**config.mk**
```make
export PLATFORM = sky130hd
export DESIGN_NAME = synth_cal_settle_sequencer
export DESIGN_NICKNAME = d
export VERILOG_FILES = /design/src/verilog/settle_timer.v /design/src/verilog/synth_cal_settle_sequencer.v
export VERILOG_INCLUDE_DIRS = /design/src /design/src/verilog
export SDC_FILE = /design/constraint.sdc
export NUM_CORES = 1
export LEC_CHECK = 0
export BUFFER_PORTS_ARGS = -buffer_cell sky130_fd_sc_hd__buf_4
export CAP_MARGIN = 15
export CORE_ASPECT_RATIO = 0.5
export CORE_MARGIN = 2
export CORE_UTILIZATION = 55
export CTS_BUF_LIST = sky130_fd_sc_hd__clkbuf_2
export CTS_CLUSTER_SIZE = 20
export DETAILED_ROUTE_END_ITERATION = 8
export PLACE_DENSITY = 0.73
export SLEW_MARGIN = 20
export SYNTH_ARGS = -nofsm -noshare
export SYNTH_HDL_FRONTEND = slang
export SYNTH_SLANG_ARGS = --single-unit
```
**constraint.sdc**
```tcl
create_clock -name clock -period 13.4 [get_ports clock]
set_input_delay 0.67 -clock clock [delete_from_list [all_inputs] [get_ports clock]]
set_output_delay 0.67 -clock clock [all_outputs]
set_load 0.005 [all_outputs]
```
**src/verilog/synth_seq_map.vh**
```
// address map, field positions and timing constants of the synthesizer sequencer
`ifndef SYNTH_SEQ_MAP_VH
`define SYNTH_SEQ_MAP_VH

// register addresses, 10-bit memory space
`define ADDR_RADIO_CONFIG_SEVEN      10'h113
`define ADDR_RADIO_CONFIG_NINE       10'h115
`define ADDR_OPERATING_OPTIONS       10'h11A
`define ADDR_RX_SETTLE_DELAY         10'h13E
`define ADDR_TX_SETTLE_DELAY         10'h13F
`define ADDR_CAL_TRIGGER_CONTROL     10'h338
`define ADDR_CAL_PROGRESS            10'h339
`define ADDR_BAND_OVERRIDE_VALUE     10'h3CB
`define ADDR_AMPLITUDE_OVERRIDE_VALUE 10'h3CC
`define ADDR_OVERRIDE_ENABLES        10'h3CD
`define ADDR_OSC_CAL_CONFIG          10'h3D0
`define ADDR_BAND_RESULT             10'h3DA
`define ADDR_AMPLITUDE_RESULT        10'h3DB
`define ADDR_LOOKUP_FIRST            10'h010
`define ADDR_LOOKUP_LAST             10'h018
`define LOOKUP_ENTRIES               9

// field positions
`define BIT_CUSTOM_SETTLE_ENABLE     3
`define BIT_SYNTH_CAL_ENABLE         0
`define BIT_GAUSSIAN_ENABLE          4
`define MSB_TX_BW_MODE               5
`define LSB_TX_BW_MODE               4
`define TX_BW_MODE_OPTIMIZED         2'h2
`define BIT_CAL_DONE                 0
`define BIT_CAL_BUSY                 1
`define BIT_CAL_BYPASSED             2
`define OVERRIDE_ENABLES_BYPASS      8'h03
`define OSC_CAL_CONFIG_BYPASS        8'h0F
`define REG_RESET                    8'h00

// timing
`define CLK_MHZ                      125
`define CAL_TIME_US                  142
`define SETTLE_DEFAULT_US            56
`define SETTLE_STEP_US               2

// data rate thresholds in units of 100 bps
`define RATE_LIMIT_0                 12'd495
`define RATE_LIMIT_1                 12'd1295
`define RATE_LIMIT_2                 12'd1791
`define RATE_LIMIT_3                 12'd2399

// loop bandwidth codes
`define BW_RX_92K                    3'h0
`define BW_TX_130K                   3'h1
`define BW_TX_174K                   3'h2
`define BW_TX_226K                   3'h3
`define BW_TX_305K                   3'h4
`define BW_TX_382K                   3'h5

// sequencer states
`define ST_IDLE                      3'h0
`define ST_CAL                       3'h1
`define ST_SETTLE                    3'h2
`define ST_RECEIVE                   3'h3
`define ST_TRANSMIT                  3'h4
`define ST_SLEEP                     3'h5

`endif
```
**src/verilog/settle_timer.v**
```verilog
// down-counter that times calibration and settling phases
`timescale 1ns/1ps
`default_nettype none

module settle_timer
(
	input  wire        clock,
	input  wire        nrst,
	input  wire        ce,
	input  wire        load,
	input  wire [15:0] loadCount,
	output wire        busy,
	output reg         done
);

	reg [15:0] count_q;

	assign busy = (count_q != 16'h0000);

	always @(posedge clock)
	begin
		if (!nrst)
		begin
			count_q <= 16'h0000;
			done    <= 1'b0;
		end
		else if (ce)
		begin
			done <= 1'b0;
			if (load)
				count_q <= loadCount;
			else if (busy)
			begin
				count_q <= count_q - 16'h0001;
				if (count_q == 16'h0001)
					done <= 1'b1;
			end
		end
	end

endmodule // settle_timer

`default_nettype wire

```
**src/verilog/synth_cal_settle_sequencer.v**
```verilog
// synthesizer calibration, settling and loop bandwidth sequencer
// What this block does
// receive or transmit command starts oscillator calibration unless bypass is set up and the command arrives outside sleep.
// calibration lasts 142 us; completion shows in the calibration progress register.
// after calibration a settling wait follows, 56 us by default.
// custom settle enable bit set selects programmable settling delays.
// receive and transmit settling delays come from their own registers.
// programmable delay spans 2 to 512 us in 2 us steps.
// loop bandwidth is chosen automatically on entering receive or transmit.
// receive entry always applies the 92 kHz narrow bandwidth.
// transmit entry picks 130/174/226/305/382 kHz from the data rate.
// Gaussian shaping filter, BT 0.5, enabled from radio configuration nine.
// host writes 0x2 to configuration seven bits 5:4, then apply command.
// host loads nine lookup entries at 0x010 to 0x018 by block write.
// lookup contents depend on rate; host supplies the right values.
// lookup table kept while powered, lost on sleep; host rewrites it.
// host stores band and amplitude results after a calibrated entry.
// host sets override enables 0x3 and calibration config 0x0F for bypass.
// clearing then setting synth calibration enable arms a bypassed entry.
// state is entered only after calibration or bypass and settling finish.
`timescale 1ns/1ps
`default_nettype none
`include "synth_seq_map.vh"

module synth_cal_settle_sequencer
#(
	parameter CAL_CYCLES    = `CAL_TIME_US * `CLK_MHZ,
	parameter SETTLE_CYCLES = `SETTLE_DEFAULT_US * `CLK_MHZ
)
(
	input  wire        clock,
	input  wire        nrst,
	input  wire        ce,
	input  wire        memWrite,
	input  wire        memRead,
	input  wire [9:0]  memAddr,
	input  wire [7:0]  memWdata,
	output reg  [7:0]  memRdata,
	input  wire        enterReceiveCmd,
	input  wire        enterTransmitCmd,
	input  wire        sleepCmd,
	input  wire        applyConfigCmd,
	input  wire [11:0] dataRate,
	input  wire [7:0]  calBandIn,
	input  wire [7:0]  calAmplitudeIn,
	output reg  [2:0]  seqState,
	output reg  [2:0]  loopBandwidth,
	output reg         calRunning,
	output reg         receiveState,
	output reg         transmitState,
	output reg         sleepState,
	output reg         gaussianEnable,
	output reg         optimizedTxBw,
	output reg  [7:0]  vcoBand,
	output reg  [7:0]  vcoAmplitude
);

	localparam integer STEP_CYCLES  = `SETTLE_STEP_US * `CLK_MHZ;
	localparam [15:0]  CAL_COUNT    = CAL_CYCLES[15:0];
	localparam [15:0]  SETTLE_COUNT = SETTLE_CYCLES[15:0];
	localparam [15:0]  STEP_COUNT   = STEP_CYCLES[15:0];
	////////////////////////////////////////////////////////////////////////////////
	// helpers
	// transmit bandwidth from data rate in 100 bps units
	function [2:0] txBandwidth;
		input [11:0] rate;
		begin
			if (rate <= `RATE_LIMIT_0)
				txBandwidth = `BW_TX_130K;
			else if (rate <= `RATE_LIMIT_1)
				txBandwidth = `BW_TX_174K;
			else if (rate <= `RATE_LIMIT_2)
				txBandwidth = `BW_TX_226K;
			else if (rate <= `RATE_LIMIT_3)
				txBandwidth = `BW_TX_305K;
			else
				txBandwidth = `BW_TX_382K;
		end
	endfunction

	// custom delay: count n gives (n + 1) steps of 2 us
	function [15:0] customDelay;
		input [7:0] steps;
		reg   [23:0] product;
		begin
			product     = ({16'h0000, steps} + 24'h000001) * {8'h00, STEP_COUNT};
			customDelay = product[15:0];
		end
	endfunction

	////////////////////////////////////////////////////////////////////////////////
	// registers
	reg [7:0] radioConfigSeven_q;
	reg [7:0] radioConfigNine_q;
	reg [7:0] operatingOptions_q;
	reg [7:0] rxSettleDelay_q;
	reg [7:0] txSettleDelay_q;
	reg [7:0] calTriggerControl_q;
	reg [7:0] bandOverrideValue_q;
	reg [7:0] amplitudeOverrideValue_q;
	reg [7:0] overrideEnables_q;
	reg [7:0] oscCalConfig_q;
	reg [7:0] bandResult_q;
	reg [7:0] amplitudeResult_q;
	reg [7:0] lookupTable_q [0:`LOOKUP_ENTRIES-1];
	reg       bypassArmed_q;
	reg       calDone_q;
	reg       bypassed_q;
	reg       targetTransmit_q;
	wire       regWrite = ce & memWrite;
	wire       lookupHit = (memAddr >= `ADDR_LOOKUP_FIRST) && (memAddr <= `ADDR_LOOKUP_LAST);
	wire [3:0] lookupIndex = memAddr[3:0];
	wire       synthCalEnableBit = memWdata[`BIT_SYNTH_CAL_ENABLE];
	wire       calTriggerWrite = regWrite && (memAddr == `ADDR_CAL_TRIGGER_CONTROL);
	wire       bypassConfigured = (overrideEnables_q == `OVERRIDE_ENABLES_BYPASS) &&
		(oscCalConfig_q == `OSC_CAL_CONFIG_BYPASS);
	wire       customSettle = operatingOptions_q[`BIT_CUSTOM_SETTLE_ENABLE];
	integer    i;

	always @(posedge clock)
	begin
		if (!nrst)
		begin
			radioConfigSeven_q       <= `REG_RESET;
			radioConfigNine_q        <= `REG_RESET;
			operatingOptions_q       <= `REG_RESET;
			rxSettleDelay_q          <= `REG_RESET;
			txSettleDelay_q          <= `REG_RESET;
			calTriggerControl_q      <= `REG_RESET;
			bandOverrideValue_q      <= `REG_RESET;
			amplitudeOverrideValue_q <= `REG_RESET;
			overrideEnables_q        <= `REG_RESET;
			oscCalConfig_q           <= `REG_RESET;
			for (i = 0; i < `LOOKUP_ENTRIES; i = i + 1)
				lookupTable_q[i] <= `REG_RESET;
		end
		else if (ce)
		begin
			if (sleepCmd)
			begin
				for (i = 0; i < `LOOKUP_ENTRIES; i = i + 1)
					lookupTable_q[i] <= `REG_RESET;
			end
			else if (memWrite && lookupHit)
				lookupTable_q[lookupIndex - 4'h0] <= memWdata;
			if (memWrite)
			begin
				case (memAddr)
					`ADDR_RADIO_CONFIG_SEVEN:       radioConfigSeven_q <= memWdata;
					`ADDR_RADIO_CONFIG_NINE:        radioConfigNine_q <= memWdata;
					`ADDR_OPERATING_OPTIONS:        operatingOptions_q <= memWdata;
					`ADDR_RX_SETTLE_DELAY:          rxSettleDelay_q <= memWdata;
					`ADDR_TX_SETTLE_DELAY:          txSettleDelay_q <= memWdata;
					`ADDR_CAL_TRIGGER_CONTROL:      calTriggerControl_q <= memWdata;
					`ADDR_BAND_OVERRIDE_VALUE:      bandOverrideValue_q <= memWdata;
					`ADDR_AMPLITUDE_OVERRIDE_VALUE: amplitudeOverrideValue_q <= memWdata;
					`ADDR_OVERRIDE_ENABLES:         overrideEnables_q <= memWdata;
					`ADDR_OSC_CAL_CONFIG:           oscCalConfig_q <= memWdata;
					default:                        ;
				endcase
			end
		end
	end
	// read port, registered
	always @(posedge clock)
	begin
		if (!nrst)
			memRdata <= `REG_RESET;
		else if (ce && memRead)
		begin
			if (lookupHit)
				memRdata <= lookupTable_q[lookupIndex];
			else
			begin
				case (memAddr)
					`ADDR_RADIO_CONFIG_SEVEN:       memRdata <= radioConfigSeven_q;
					`ADDR_RADIO_CONFIG_NINE:        memRdata <= radioConfigNine_q;
					`ADDR_OPERATING_OPTIONS:        memRdata <= operatingOptions_q;
					`ADDR_RX_SETTLE_DELAY:          memRdata <= rxSettleDelay_q;
					`ADDR_TX_SETTLE_DELAY:          memRdata <= txSettleDelay_q;
					`ADDR_CAL_TRIGGER_CONTROL:      memRdata <= calTriggerControl_q;
					`ADDR_CAL_PROGRESS:             memRdata <= {5'h00, bypassed_q,
						calRunning, calDone_q};
					`ADDR_BAND_OVERRIDE_VALUE:      memRdata <= bandOverrideValue_q;
					`ADDR_AMPLITUDE_OVERRIDE_VALUE: memRdata <= amplitudeOverrideValue_q;
					`ADDR_OVERRIDE_ENABLES:         memRdata <= overrideEnables_q;
					`ADDR_OSC_CAL_CONFIG:           memRdata <= oscCalConfig_q;
					`ADDR_BAND_RESULT:              memRdata <= bandResult_q;
					`ADDR_AMPLITUDE_RESULT:         memRdata <= amplitudeResult_q;
					default:                        memRdata <= `REG_RESET;
				endcase
			end
		end
	end

	////////////////////////////////////////////////////////////////////////////////
	// sequencer
	reg  [2:0]  state_q;
	reg  [2:0]  state_d;
	reg         timerLoad;
	reg  [15:0] timerCount;
	wire        timerDone;
	wire        stateCmd = enterReceiveCmd | enterTransmitCmd;
	wire        cmdTransmit = enterTransmitCmd & ~enterReceiveCmd;
	wire        useBypass = bypassArmed_q & bypassConfigured;
	settle_timer phaseTimer
	(
		.clock     (clock),
		.nrst      (nrst),
		.ce        (ce),
		.load      (timerLoad),
		.loadCount (timerCount),
		.busy      (),
		.done      (timerDone)
	);
	// settling delay for the pending direction
	wire [15:0] settleCount = !customSettle ? SETTLE_COUNT :
		customDelay(targetTransmit_q ? txSettleDelay_q : rxSettleDelay_q);

	always @*
	begin
		state_d    = state_q;
		timerLoad  = 1'b0;
		timerCount = CAL_COUNT;
		case (state_q)
			`ST_IDLE, `ST_RECEIVE, `ST_TRANSMIT:
			begin
				if (sleepCmd)
					state_d = `ST_SLEEP;
				else if (stateCmd && !useBypass)
				begin
					state_d   = `ST_CAL;
					timerLoad = 1'b1;
				end
				else if (stateCmd)
				begin
					state_d    = `ST_SETTLE;
					timerLoad  = 1'b1;
					timerCount = !customSettle ? SETTLE_COUNT :
						customDelay(cmdTransmit ? txSettleDelay_q : rxSettleDelay_q);
				end
			end
			`ST_CAL:
			begin
				if (timerDone)
				begin
					state_d    = `ST_SETTLE;
					timerLoad  = 1'b1;
					timerCount = settleCount;
				end
			end
			`ST_SETTLE:
			begin
				if (timerDone)
					state_d = targetTransmit_q ? `ST_TRANSMIT : `ST_RECEIVE;
			end
			`ST_SLEEP:
			begin
				if (stateCmd)
				begin
					state_d   = `ST_CAL;
					timerLoad = 1'b1;
				end
			end
			default:
				state_d = `ST_IDLE;
		endcase
	end
	always @(posedge clock)
	begin
		if (!nrst)
		begin
			state_q           <= `ST_IDLE;
			targetTransmit_q  <= 1'b0;
			bypassArmed_q     <= 1'b0;
			calDone_q         <= 1'b0;
			bypassed_q        <= 1'b0;
			bandResult_q      <= `REG_RESET;
			amplitudeResult_q <= `REG_RESET;
			loopBandwidth     <= `BW_RX_92K;
			seqState          <= `ST_IDLE;
			calRunning        <= 1'b0;
			receiveState      <= 1'b0;
			transmitState     <= 1'b0;
			sleepState        <= 1'b0;
			vcoBand           <= `REG_RESET;
			vcoAmplitude      <= `REG_RESET;
			gaussianEnable    <= 1'b0;
			optimizedTxBw     <= 1'b0;
		end
		else if (ce)
		begin
			state_q <= state_d;
			// clear then set of the enable arms one bypassed entry
			if (calTriggerWrite && calTriggerControl_q[`BIT_SYNTH_CAL_ENABLE] == 1'b0 &&
				synthCalEnableBit)
				bypassArmed_q <= 1'b1;
			else if (timerLoad && state_d == `ST_SETTLE && state_q != `ST_CAL)
				bypassArmed_q <= 1'b0;
			if (timerLoad && state_q != `ST_CAL)
			begin
				targetTransmit_q <= cmdTransmit;
				calDone_q        <= 1'b0;
				bypassed_q       <= (state_d == `ST_SETTLE);
				if (state_d == `ST_SETTLE)
				begin
					bandResult_q      <= bandOverrideValue_q;
					amplitudeResult_q <= amplitudeOverrideValue_q;
					calDone_q         <= 1'b1;
				end
			end
			if (state_q == `ST_CAL && timerDone)
			begin
				calDone_q         <= 1'b1;
				bandResult_q      <= calBandIn;
				amplitudeResult_q <= calAmplitudeIn;
			end
			if (state_q == `ST_SETTLE && timerDone)
				loopBandwidth <= targetTransmit_q ? txBandwidth(dataRate) :
					`BW_RX_92K;
			// outputs from flip-flops
			seqState       <= state_d;
			calRunning     <= (state_d == `ST_CAL);
			receiveState   <= (state_d == `ST_RECEIVE);
			transmitState  <= (state_d == `ST_TRANSMIT);
			sleepState     <= (state_d == `ST_SLEEP);
			vcoBand        <= bandResult_q;
			vcoAmplitude   <= amplitudeResult_q;
			gaussianEnable <= radioConfigNine_q[`BIT_GAUSSIAN_ENABLE];
			if (applyConfigCmd)
				optimizedTxBw <= (radioConfigSeven_q[`MSB_TX_BW_MODE:`LSB_TX_BW_MODE]
					== `TX_BW_MODE_OPTIMIZED);
		end
	end

endmodule // synth_cal_settle_sequencer

`default_nettype wire

```
==> results of run 1 <==
-- final cells by class --
class                   count  area [um2]  area share, %
clock buffers              96         480           2.63
flip-flops and latches    281        6910           37.8
well taps                 391         489           2.68
multi-input cells        1155        9150           50.1
clock inverters            13         114          0.623
repair buffers             98         738           4.04
inverters                 105         397           2.17
-- cells by family (layout without fill, tap and decap cells) --
family	count (synthesis)	in the layout	synth area share (%)
other	1	56	0.0226
AOI/OAI and AO/OA	268	268	10.7
and+or+nand+nor	475	475	14.9
muxes	193	193	14.8
buffers and inverters	192	312	4.55
adders and majority gates	119	119	11.0
DFF	281	281	41.6
xor gates and xnor gates	44	44	2.37
-- per-stage QoR --
step	utilization [%]	worst slack, ns	area, um2	cells
3_3_place_gp	60.2	6.43	17700	2029
5_1_grt	62.3	5.73	18300	2139
3_5_place_dp	60.2	6.27	17700	2029
6_report	62.3	6.20	18300	2139
4_1_cts	62.3	6.28	18300	2139
2_1_floorplan	-	7.65	16800	1628
-- layer usage --
metal  up-vias  part of all wire [%]
met5         -                     0
met4         0                   2.7
met2       446                    48
met3        91                   6.3
li1       5920                     -
met1      6178                    43
-- cell usage in the layout, fill, tap and decap left out, types with 9 or more instances in the layout --
master and instances:
nor2_1 176, and2_1 79, nand3_1 20, clkbuf_2 96
inv_1 104, buf_4 97, and3_1 11, o21ai_0 62
nor3_1 22, nand2b_1 15, a21o_1 11, a211oi_1 23
o21a_1 10, a31oi_1 11, xor2_1 10, fa_1 45
nor4_1 9, edfxtp_1 128, a22oi_1 17, a221oi_1 12
xnor2_1 33, nand2_1 67, a22o_1 9, dfxtp_1 153
a21oi_1 51, nor2b_1 15, conb_1 56, o22ai_1 9
mux4_2 40, ha_1 74, mux2i_1 146
-- power groups by stage --
stage                     clock network [W]  registers (W)  logic [W]
final                              0.000570       0.000958   0.000199
after global routing               0.000626       0.000963   0.000215
after CTS                          0.000585       0.000958   0.000195
after detailed placement                  0       0.000978   0.000194
after global placement                    0       0.000974   0.000190
after floorplan                           0       0.000969   0.000136
-- worst reg2reg max path, stage by stage (launching register included) --
cell,delay (ns)
dfxtp_1,0.90
mux2i_1,0.67
inv_1,0.20
ha_1,0.27
nand2_1,0.10
nor2_1,0.08
xnor2_1,0.69
inv_1,0.23
fa_1,0.59
fa_1,0.45
fa_1,0.56
inv_1,0.05
ha_1,0.29
ha_1,0.38
and3_1,0.19
and2_1,0.16
a2111oi_0,0.56
nor3_1,0.10
o21ai_0,0.45
a31oi_1,0.15
-- synth_stat cells, types with 10 or more instances --
cell | n | area share [%]
o21a_1 | 10 | 0.45
buf_2 | 15 | 0.45
a22oi_1 | 17 | 0.77
inv_1 | 104 | 2.4
xor2_1 | 10 | 0.53
fa_1 | 45 | 5.4
and2_1 | 79 | 3.0
edfxtp_1 | 128 | 23
nand2_1 | 67 | 1.5
dfxtp_1 | 153 | 18
clkbuf_1 | 60 | 1.4
o21ai_0 | 62 | 1.9
nor3_1 | 22 | 0.66
nand3_1 | 20 | 0.60
mux2i_1 | 146 | 8.8
a21oi_1 | 51 | 1.5
ha_1 | 74 | 5.6
mux4_2 | 40 | 5.4
a31oi_1 | 12 | 0.45
nand2b_1 | 15 | 0.57
a221oi_1 | 12 | 0.63
nor2b_1 | 15 | 0.57
nor2_1 | 177 | 4.0
and3_1 | 11 | 0.41
xnor2_1 | 33 | 1.7
a21o_1 | 11 | 0.50
a211oi_1 | 23 | 1.0
-- how the worst max path moves through the flow --
stage | startpoint | endpoint | slack [ns] | cells after the start
after floorplan | enterReceiveCmd | phaseTimer.count_q[13]$_SDFFE_PN0P_ | 7.65 | 22
after global placement | targetTransmit_q$_SDFFE_PN0P_ | phaseTimer.count_q[15]$_SDFFE_PN0P_ | 6.43 | 19
after detailed placement | enterReceiveCmd | phaseTimer.count_q[10]$_SDFFE_PN0P_ | 6.27 | 21
after CTS | targetTransmit_q$_SDFFE_PN0P_ | phaseTimer.count_q[15]$_SDFFE_PN0P_ | 6.28 | 19
after global routing | targetTransmit_q$_SDFFE_PN0P_ | phaseTimer.count_q[15]$_SDFFE_PN0P_ | 5.73 | 19
final | targetTransmit_q$_SDFFE_PN0P_ | phaseTimer.count_q[15]$_SDFFE_PN0P_ | 6.20 | 19
==> flow_metrics.tcl, run 1 <==
set metrics [dict create \
    tritoncts "yes" \
    yosysSeqAreaShare_pct 41.6 \
    overflow 0 \
    largestRegisters "lookupTable_q x128, phaseTimer.count_q x16" \
    cap_viol_max_count 0 \
    reg2reg_from "targetTransmit_q$_SDFFE_PN0P_" \
    syn_area_um2 16600 \
    drt_pass1_iterations 9 \
    status "completed" \
    endpoint_kind "register" \
    ctsResizeCount 0 \
    n_fill_cell 2426 \
    drc 0 \
    area_delta_synth_final_pct 10.1 \
    hold_ws_ns 0.115 \
    r2r_slack_ns 6.20 \
    grt-busiest-layer "met2" \
    synthArstFlopShare_pct 0 \
    setup_viol 0 \
    critPathArrivalTime_ns 7.94 \
    wl_mm 43.3 \
    place_congestion 0.953 \
    p_clk_share_pct 33.0 \
    dp_hpwl_mm 30.7 \
    vias_per_cell 5.91 \
    start_util_pct 56.6 \
    cp_top_family "adder cells" \
    hold_viol_final 0 \
    whs_endpoint "bandResult_q[0]$_SDFFE_PN0P_" \
    reg2reg_depth 19 \
    rsz0062_at_grt "no" \
    synth_seq_cells 281 \
    gr-usage-met2_pct 48.2 \
    worstSkewPairLatency_ns 0.92 \
    clock_sinks 281 \
    cp-start-kind "register" \
    io_buffers 86 \
    min-delay-start "calBandIn[0]" \
    slew_viol_final 0 \
    p_int_w 0.00124 \
    grt_pass1_vias 12897 \
    antenna_cells 0 \
    totalPowerFinal_w 0.00173 \
    path_buf_inv 3 \
    ys_dominant_reg_cell "dfxtp_1" \
    max_slew_margin_pct 29.7 \
    fin_crit_sh_pct 53.8 \
    postCtsSetupRepairBufs 0 \
    drtIter0Drc 1205 \
    yosys_warnings 0 \
    layout.nets 1881 \
    cp_cell_sequence "mux2i_1 > inv_1 > ha_1 > nand2_1 > nor2_1 > xnor2_1 > inv_1 > fa_1 > fa_1 > fa_1 > inv_1 > ha_1 > ha_1 > and3_1 > and2_1 > a2111oi_0 > nor3_1 > o21ai_0 > a31oi_1" \
    yosysUniqueCellTypes 83 \
    grtUsageTotal_pct 28.0 \
    synth-edff-count 128 \
    antenna_left 0 \
    grt_first_pass_wirelength_mm 69.0 \
    peakVddDrop_mv 0.0778 \
    sw_frac_of_total_pct 28.0 \
    avgSynthCellArea_um2 10.6 \
    htree_levels 3 \
    min_period_ns 7.20 \
    setup_tns_ns 0 \
    clockBufferDepth 3 \
    pin_count 91 \
    grt_max_degree 69 \
    path_max_fanout 21 \
    p_leak_nw 7.43 \
    fin_skew_ns 0.0724 \
    fmax_mhz 139 \
    use_met1_pct 36.3 \
    hold_path_depth 3 \
    core_um2 29300 \
    die_y_um 127 \
    clk_pin_slew_worst_paths_ns 0.14 \
    holdBufCountCts 1 \
    comb_power_share_pct 11.5 \
    rows 44 \
    largest_register_ffs 128 \
    worst_slew_pin_slew_ns 1.05 \
    regMostFlops "lookupTable_q" \
    synthCells 1573 \
    dr_total_vias 12635 \
    hold_path_class "in2reg" \
    cts-root-buf "clkbuf_2" \
    power.switching_w 0.000483 \
    use_met3_pct 4.90 \
    slowest_stage "dfxtp_1" \
    dieArea_um2 31700 \
    wl_per_cell_um 20.3 \
    drive_gt1_share_pct 15.6 \
    critical_path_class "reg2reg" \
    r2r-end "phaseTimer.count_q[15]$_SDFFE_PN0P_" \
    die_x_um 250 \
    p_seq_share_pct 55.5 \
    grt_antenna_before_repair 0 \
    max_stage_delay_ns 0.90 \
    cts_inserted_buffers 66 \
    cellPowerDensity_nw_per_um2 94.5 \
    crit_required_ns 14.13 \
]
Power figures use the tool's default switching activity.
==> run 2, diff against run 1 <==
==> constraint.sdc (replaced) <==
create_clock -name clock -period 7.1 [get_ports clock]
set_input_delay 0.355 -clock clock [delete_from_list [all_inputs] [get_ports clock]]
set_output_delay 0.355 -clock clock [all_outputs]
set_load 0.005 [all_outputs]
==> flow_metrics.tcl, run 2 (same netlist as run 1, synthesis figures left out) <==
set metrics [dict create \
    cp_top_family "adder cells" \
    sw_frac_of_total_pct 28.3 \
    path_buf_inv 4 \
    rsz0062_at_grt "no" \
    layout.nets 1915 \
    cts-root-buf "clkbuf_2" \
    core_um2 29300 \
    max_slew_margin_pct 25.9 \
    worst_slew_pin_slew_ns 1.11 \
    cts_inserted_buffers 61 \
    setup_tns_ns 0 \
    slowest_stage "xor2_1" \
    final_common_cell "nor2_1" \
    critPathArrivalTime_ns 6.95 \
    p_clk_share_pct 31.7 \
    reg2reg_from "targetTransmit_q$_SDFFE_PN0P_" \
    dieArea_um2 31700 \
    cellPowerDensity_nw_per_um2 173 \
    hold_path_class "in2reg" \
    regMostFlops "lookupTable_q" \
    min_period_ns 6.13 \
    status "completed" \
    vias_per_cell 5.86 \
    area_delta_synth_final_pct 12.2 \
    cap_viol_max_count 0 \
    antenna_cells 0 \
    worstSkewPairLatency_ns 0.93 \
    io_buffers 86 \
    pin_count 91 \
    hold_viol_final 0 \
    die_x_um 250 \
    min-delay-start "dataRate[9]" \
    grt_pass1_vias 12885 \
    grt_antenna_before_repair 0 \
    fin_crit_sh_pct 86.3 \
    cp-start-kind "input port" \
    clk_pin_slew_worst_paths_ns 0.12 \
    comb_power_share_pct 12.1 \
    grtUsageTotal_pct 27.9 \
    drive_gt1_share_pct 15.9 \
    clockBufferDepth 3 \
    dp_slack_ns 0.683 \
    rows 44 \
    antenna_left 0 \
    p_seq_share_pct 56.2 \
    wl_per_cell_um 20.2 \
    path_max_fanout 14 \
    dp_hpwl_mm 30.7 \
    cp_cell_sequence "dlygate4sd3_1 > buf_4 > nand2b_1 > mux2i_1 > inv_1 > ha_1 > nand2_1 > xor2_1 > xnor2_1 > xnor2_1 > fa_1 > fa_1 > fa_1 > inv_1 > ha_1 > a2111oi_0 > o21ai_0 > a41oi_1 > xnor2_1 > nand2_1 > a21oi_1" \
    drt_pass1_iterations 5 \
    place_congestion 0.982 \
    critical_path_class "in2reg" \
    setup_viol 0 \
    fmax_mhz 163 \
    endpoint_kind "register" \
    startpoint "enterReceiveCmd" \
    crit_required_ns 7.92 \
    htree_levels 2 \
    drtIter0Drc 1225 \
    overflow 0 \
    start_util_pct 56.6 \
    layout_common_cells "nor2_1, dfxtp_1, mux2i_1" \
    largest_register_ffs 128 \
    drc 0 \
    slew_viol_final 0 \
    r2r_slack_ns 1.03 \
    p_leak_nw 7.60 \
    p_int_w 0.00231 \
    peakVddDrop_mv 0.123 \
    setup_slack_ns 0.973 \
    grt_max_degree 76 \
    tritoncts "yes" \
    grt_first_pass_wirelength_mm 69.3 \
    clock_sinks 281 \
    max_stage_delay_ns 0.63 \
    largestRegisters "lookupTable_q x128, phaseTimer.count_q x16" \
    die_y_um 127 \
    dr_total_vias 12783 \
    fin_skew_ns 0.0974 \
    power.switching_w 0.000909 \
    wl_mm 44.0 \
]
## run 2: changes by cell type in the layout (fill, tap and decap cells not counted), sizes merged
cell,previous run,this run
clkbuf,96,103
inv,107,106
bufinv,2,0
clkinvlp,2,0
dlygate4sd3,1,32
clkinv,7,9
buf,97,105
## run 2: worst register-to-register path, cell delays in order (launching register included)
cell and delay (ns):
dfxtp_1 0.42, buf_4 0.27, mux2i_1 0.23, buf_4 0.18
inv_1 0.08, ha_1 0.23, xnor2_1 0.59, fa_1 0.55
inv_1 0.09, fa_1 0.44, fa_1 0.52, inv_1 0.05
fa_1 0.45, ha_1 0.36, o21a_1 0.23, and2_1 0.15
a2111oi_0 0.54, nor3_1 0.10, o21ai_0 0.35, a31oi_1 0.13
## run 2: per-layer routing
layer,global-route usage [%],routed length [um],share of wire (%)
met4,10.2,1250,2.9
met5,0,0,0
met1,37.2,19200,44
met3,3.51,2280,5.2
met2,47.3,21200,48
## run 2: cell type report
cell class	instances	area, um2
Clock buffer	103	515
Clock inverter	10	48.8
Fill cell	2387	10700
Inverter	105	397
Multi-Input combinational cell	1155	9150
Sequential cell	281	6910
Tap cell	391	489
Timing Repair Buffer	137	1110
## run 2: power groups by stage
stage / Sequential, W / Combinational, W / Clock (W)
2_1_floorplan: 0.00183 / 0.000256 / 0
3_3_place_gp: 0.00184 / 0.000361 / 0
3_5_place_dp: 0.00184 / 0.000370 / 0
4_1_cts: 0.00181 / 0.000384 / 0.00104
5_1_grt: 0.00182 / 0.000420 / 0.00113
6_report: 0.00181 / 0.000390 / 0.00102
## run 2: through the flow
step                hold WS, ns  area, um2  util (%)  power [W]  instances
floorplan                 0.446      16800         -    0.00208       1628
global placement          0.444      17700      60.4    0.00220       2037
detailed placement        0.459      17700      60.4    0.00221       2037
CTS                     0.00158      18600      63.4    0.00323       2182
global route             0.0140      18600      63.4    0.00336       2182
finish                   0.0766      18600      63.4    0.00322       2182
## run 2: timing repair
item	4_1_cts	5_1_grt
endpoints found under the setup margin	0	0
hold endpoints to repair	252	0
hold buffers	32	0
gates resized for setup	0	0
setup buffers	0	0
## run 2: final timing paths
path	cells after the start	end
worst max register to register	19	phaseTimer.count_q[15]$_SDFFE_PN0P_
worst max-delay path	21	phaseTimer.count_q[13]$_SDFFE_PN0P_
worst min register to register	2	optimizedTxBw$_SDFFE_PN0P_
worst min-delay path	5	loopBandwidth[1]$_SDFFE_PN0P_
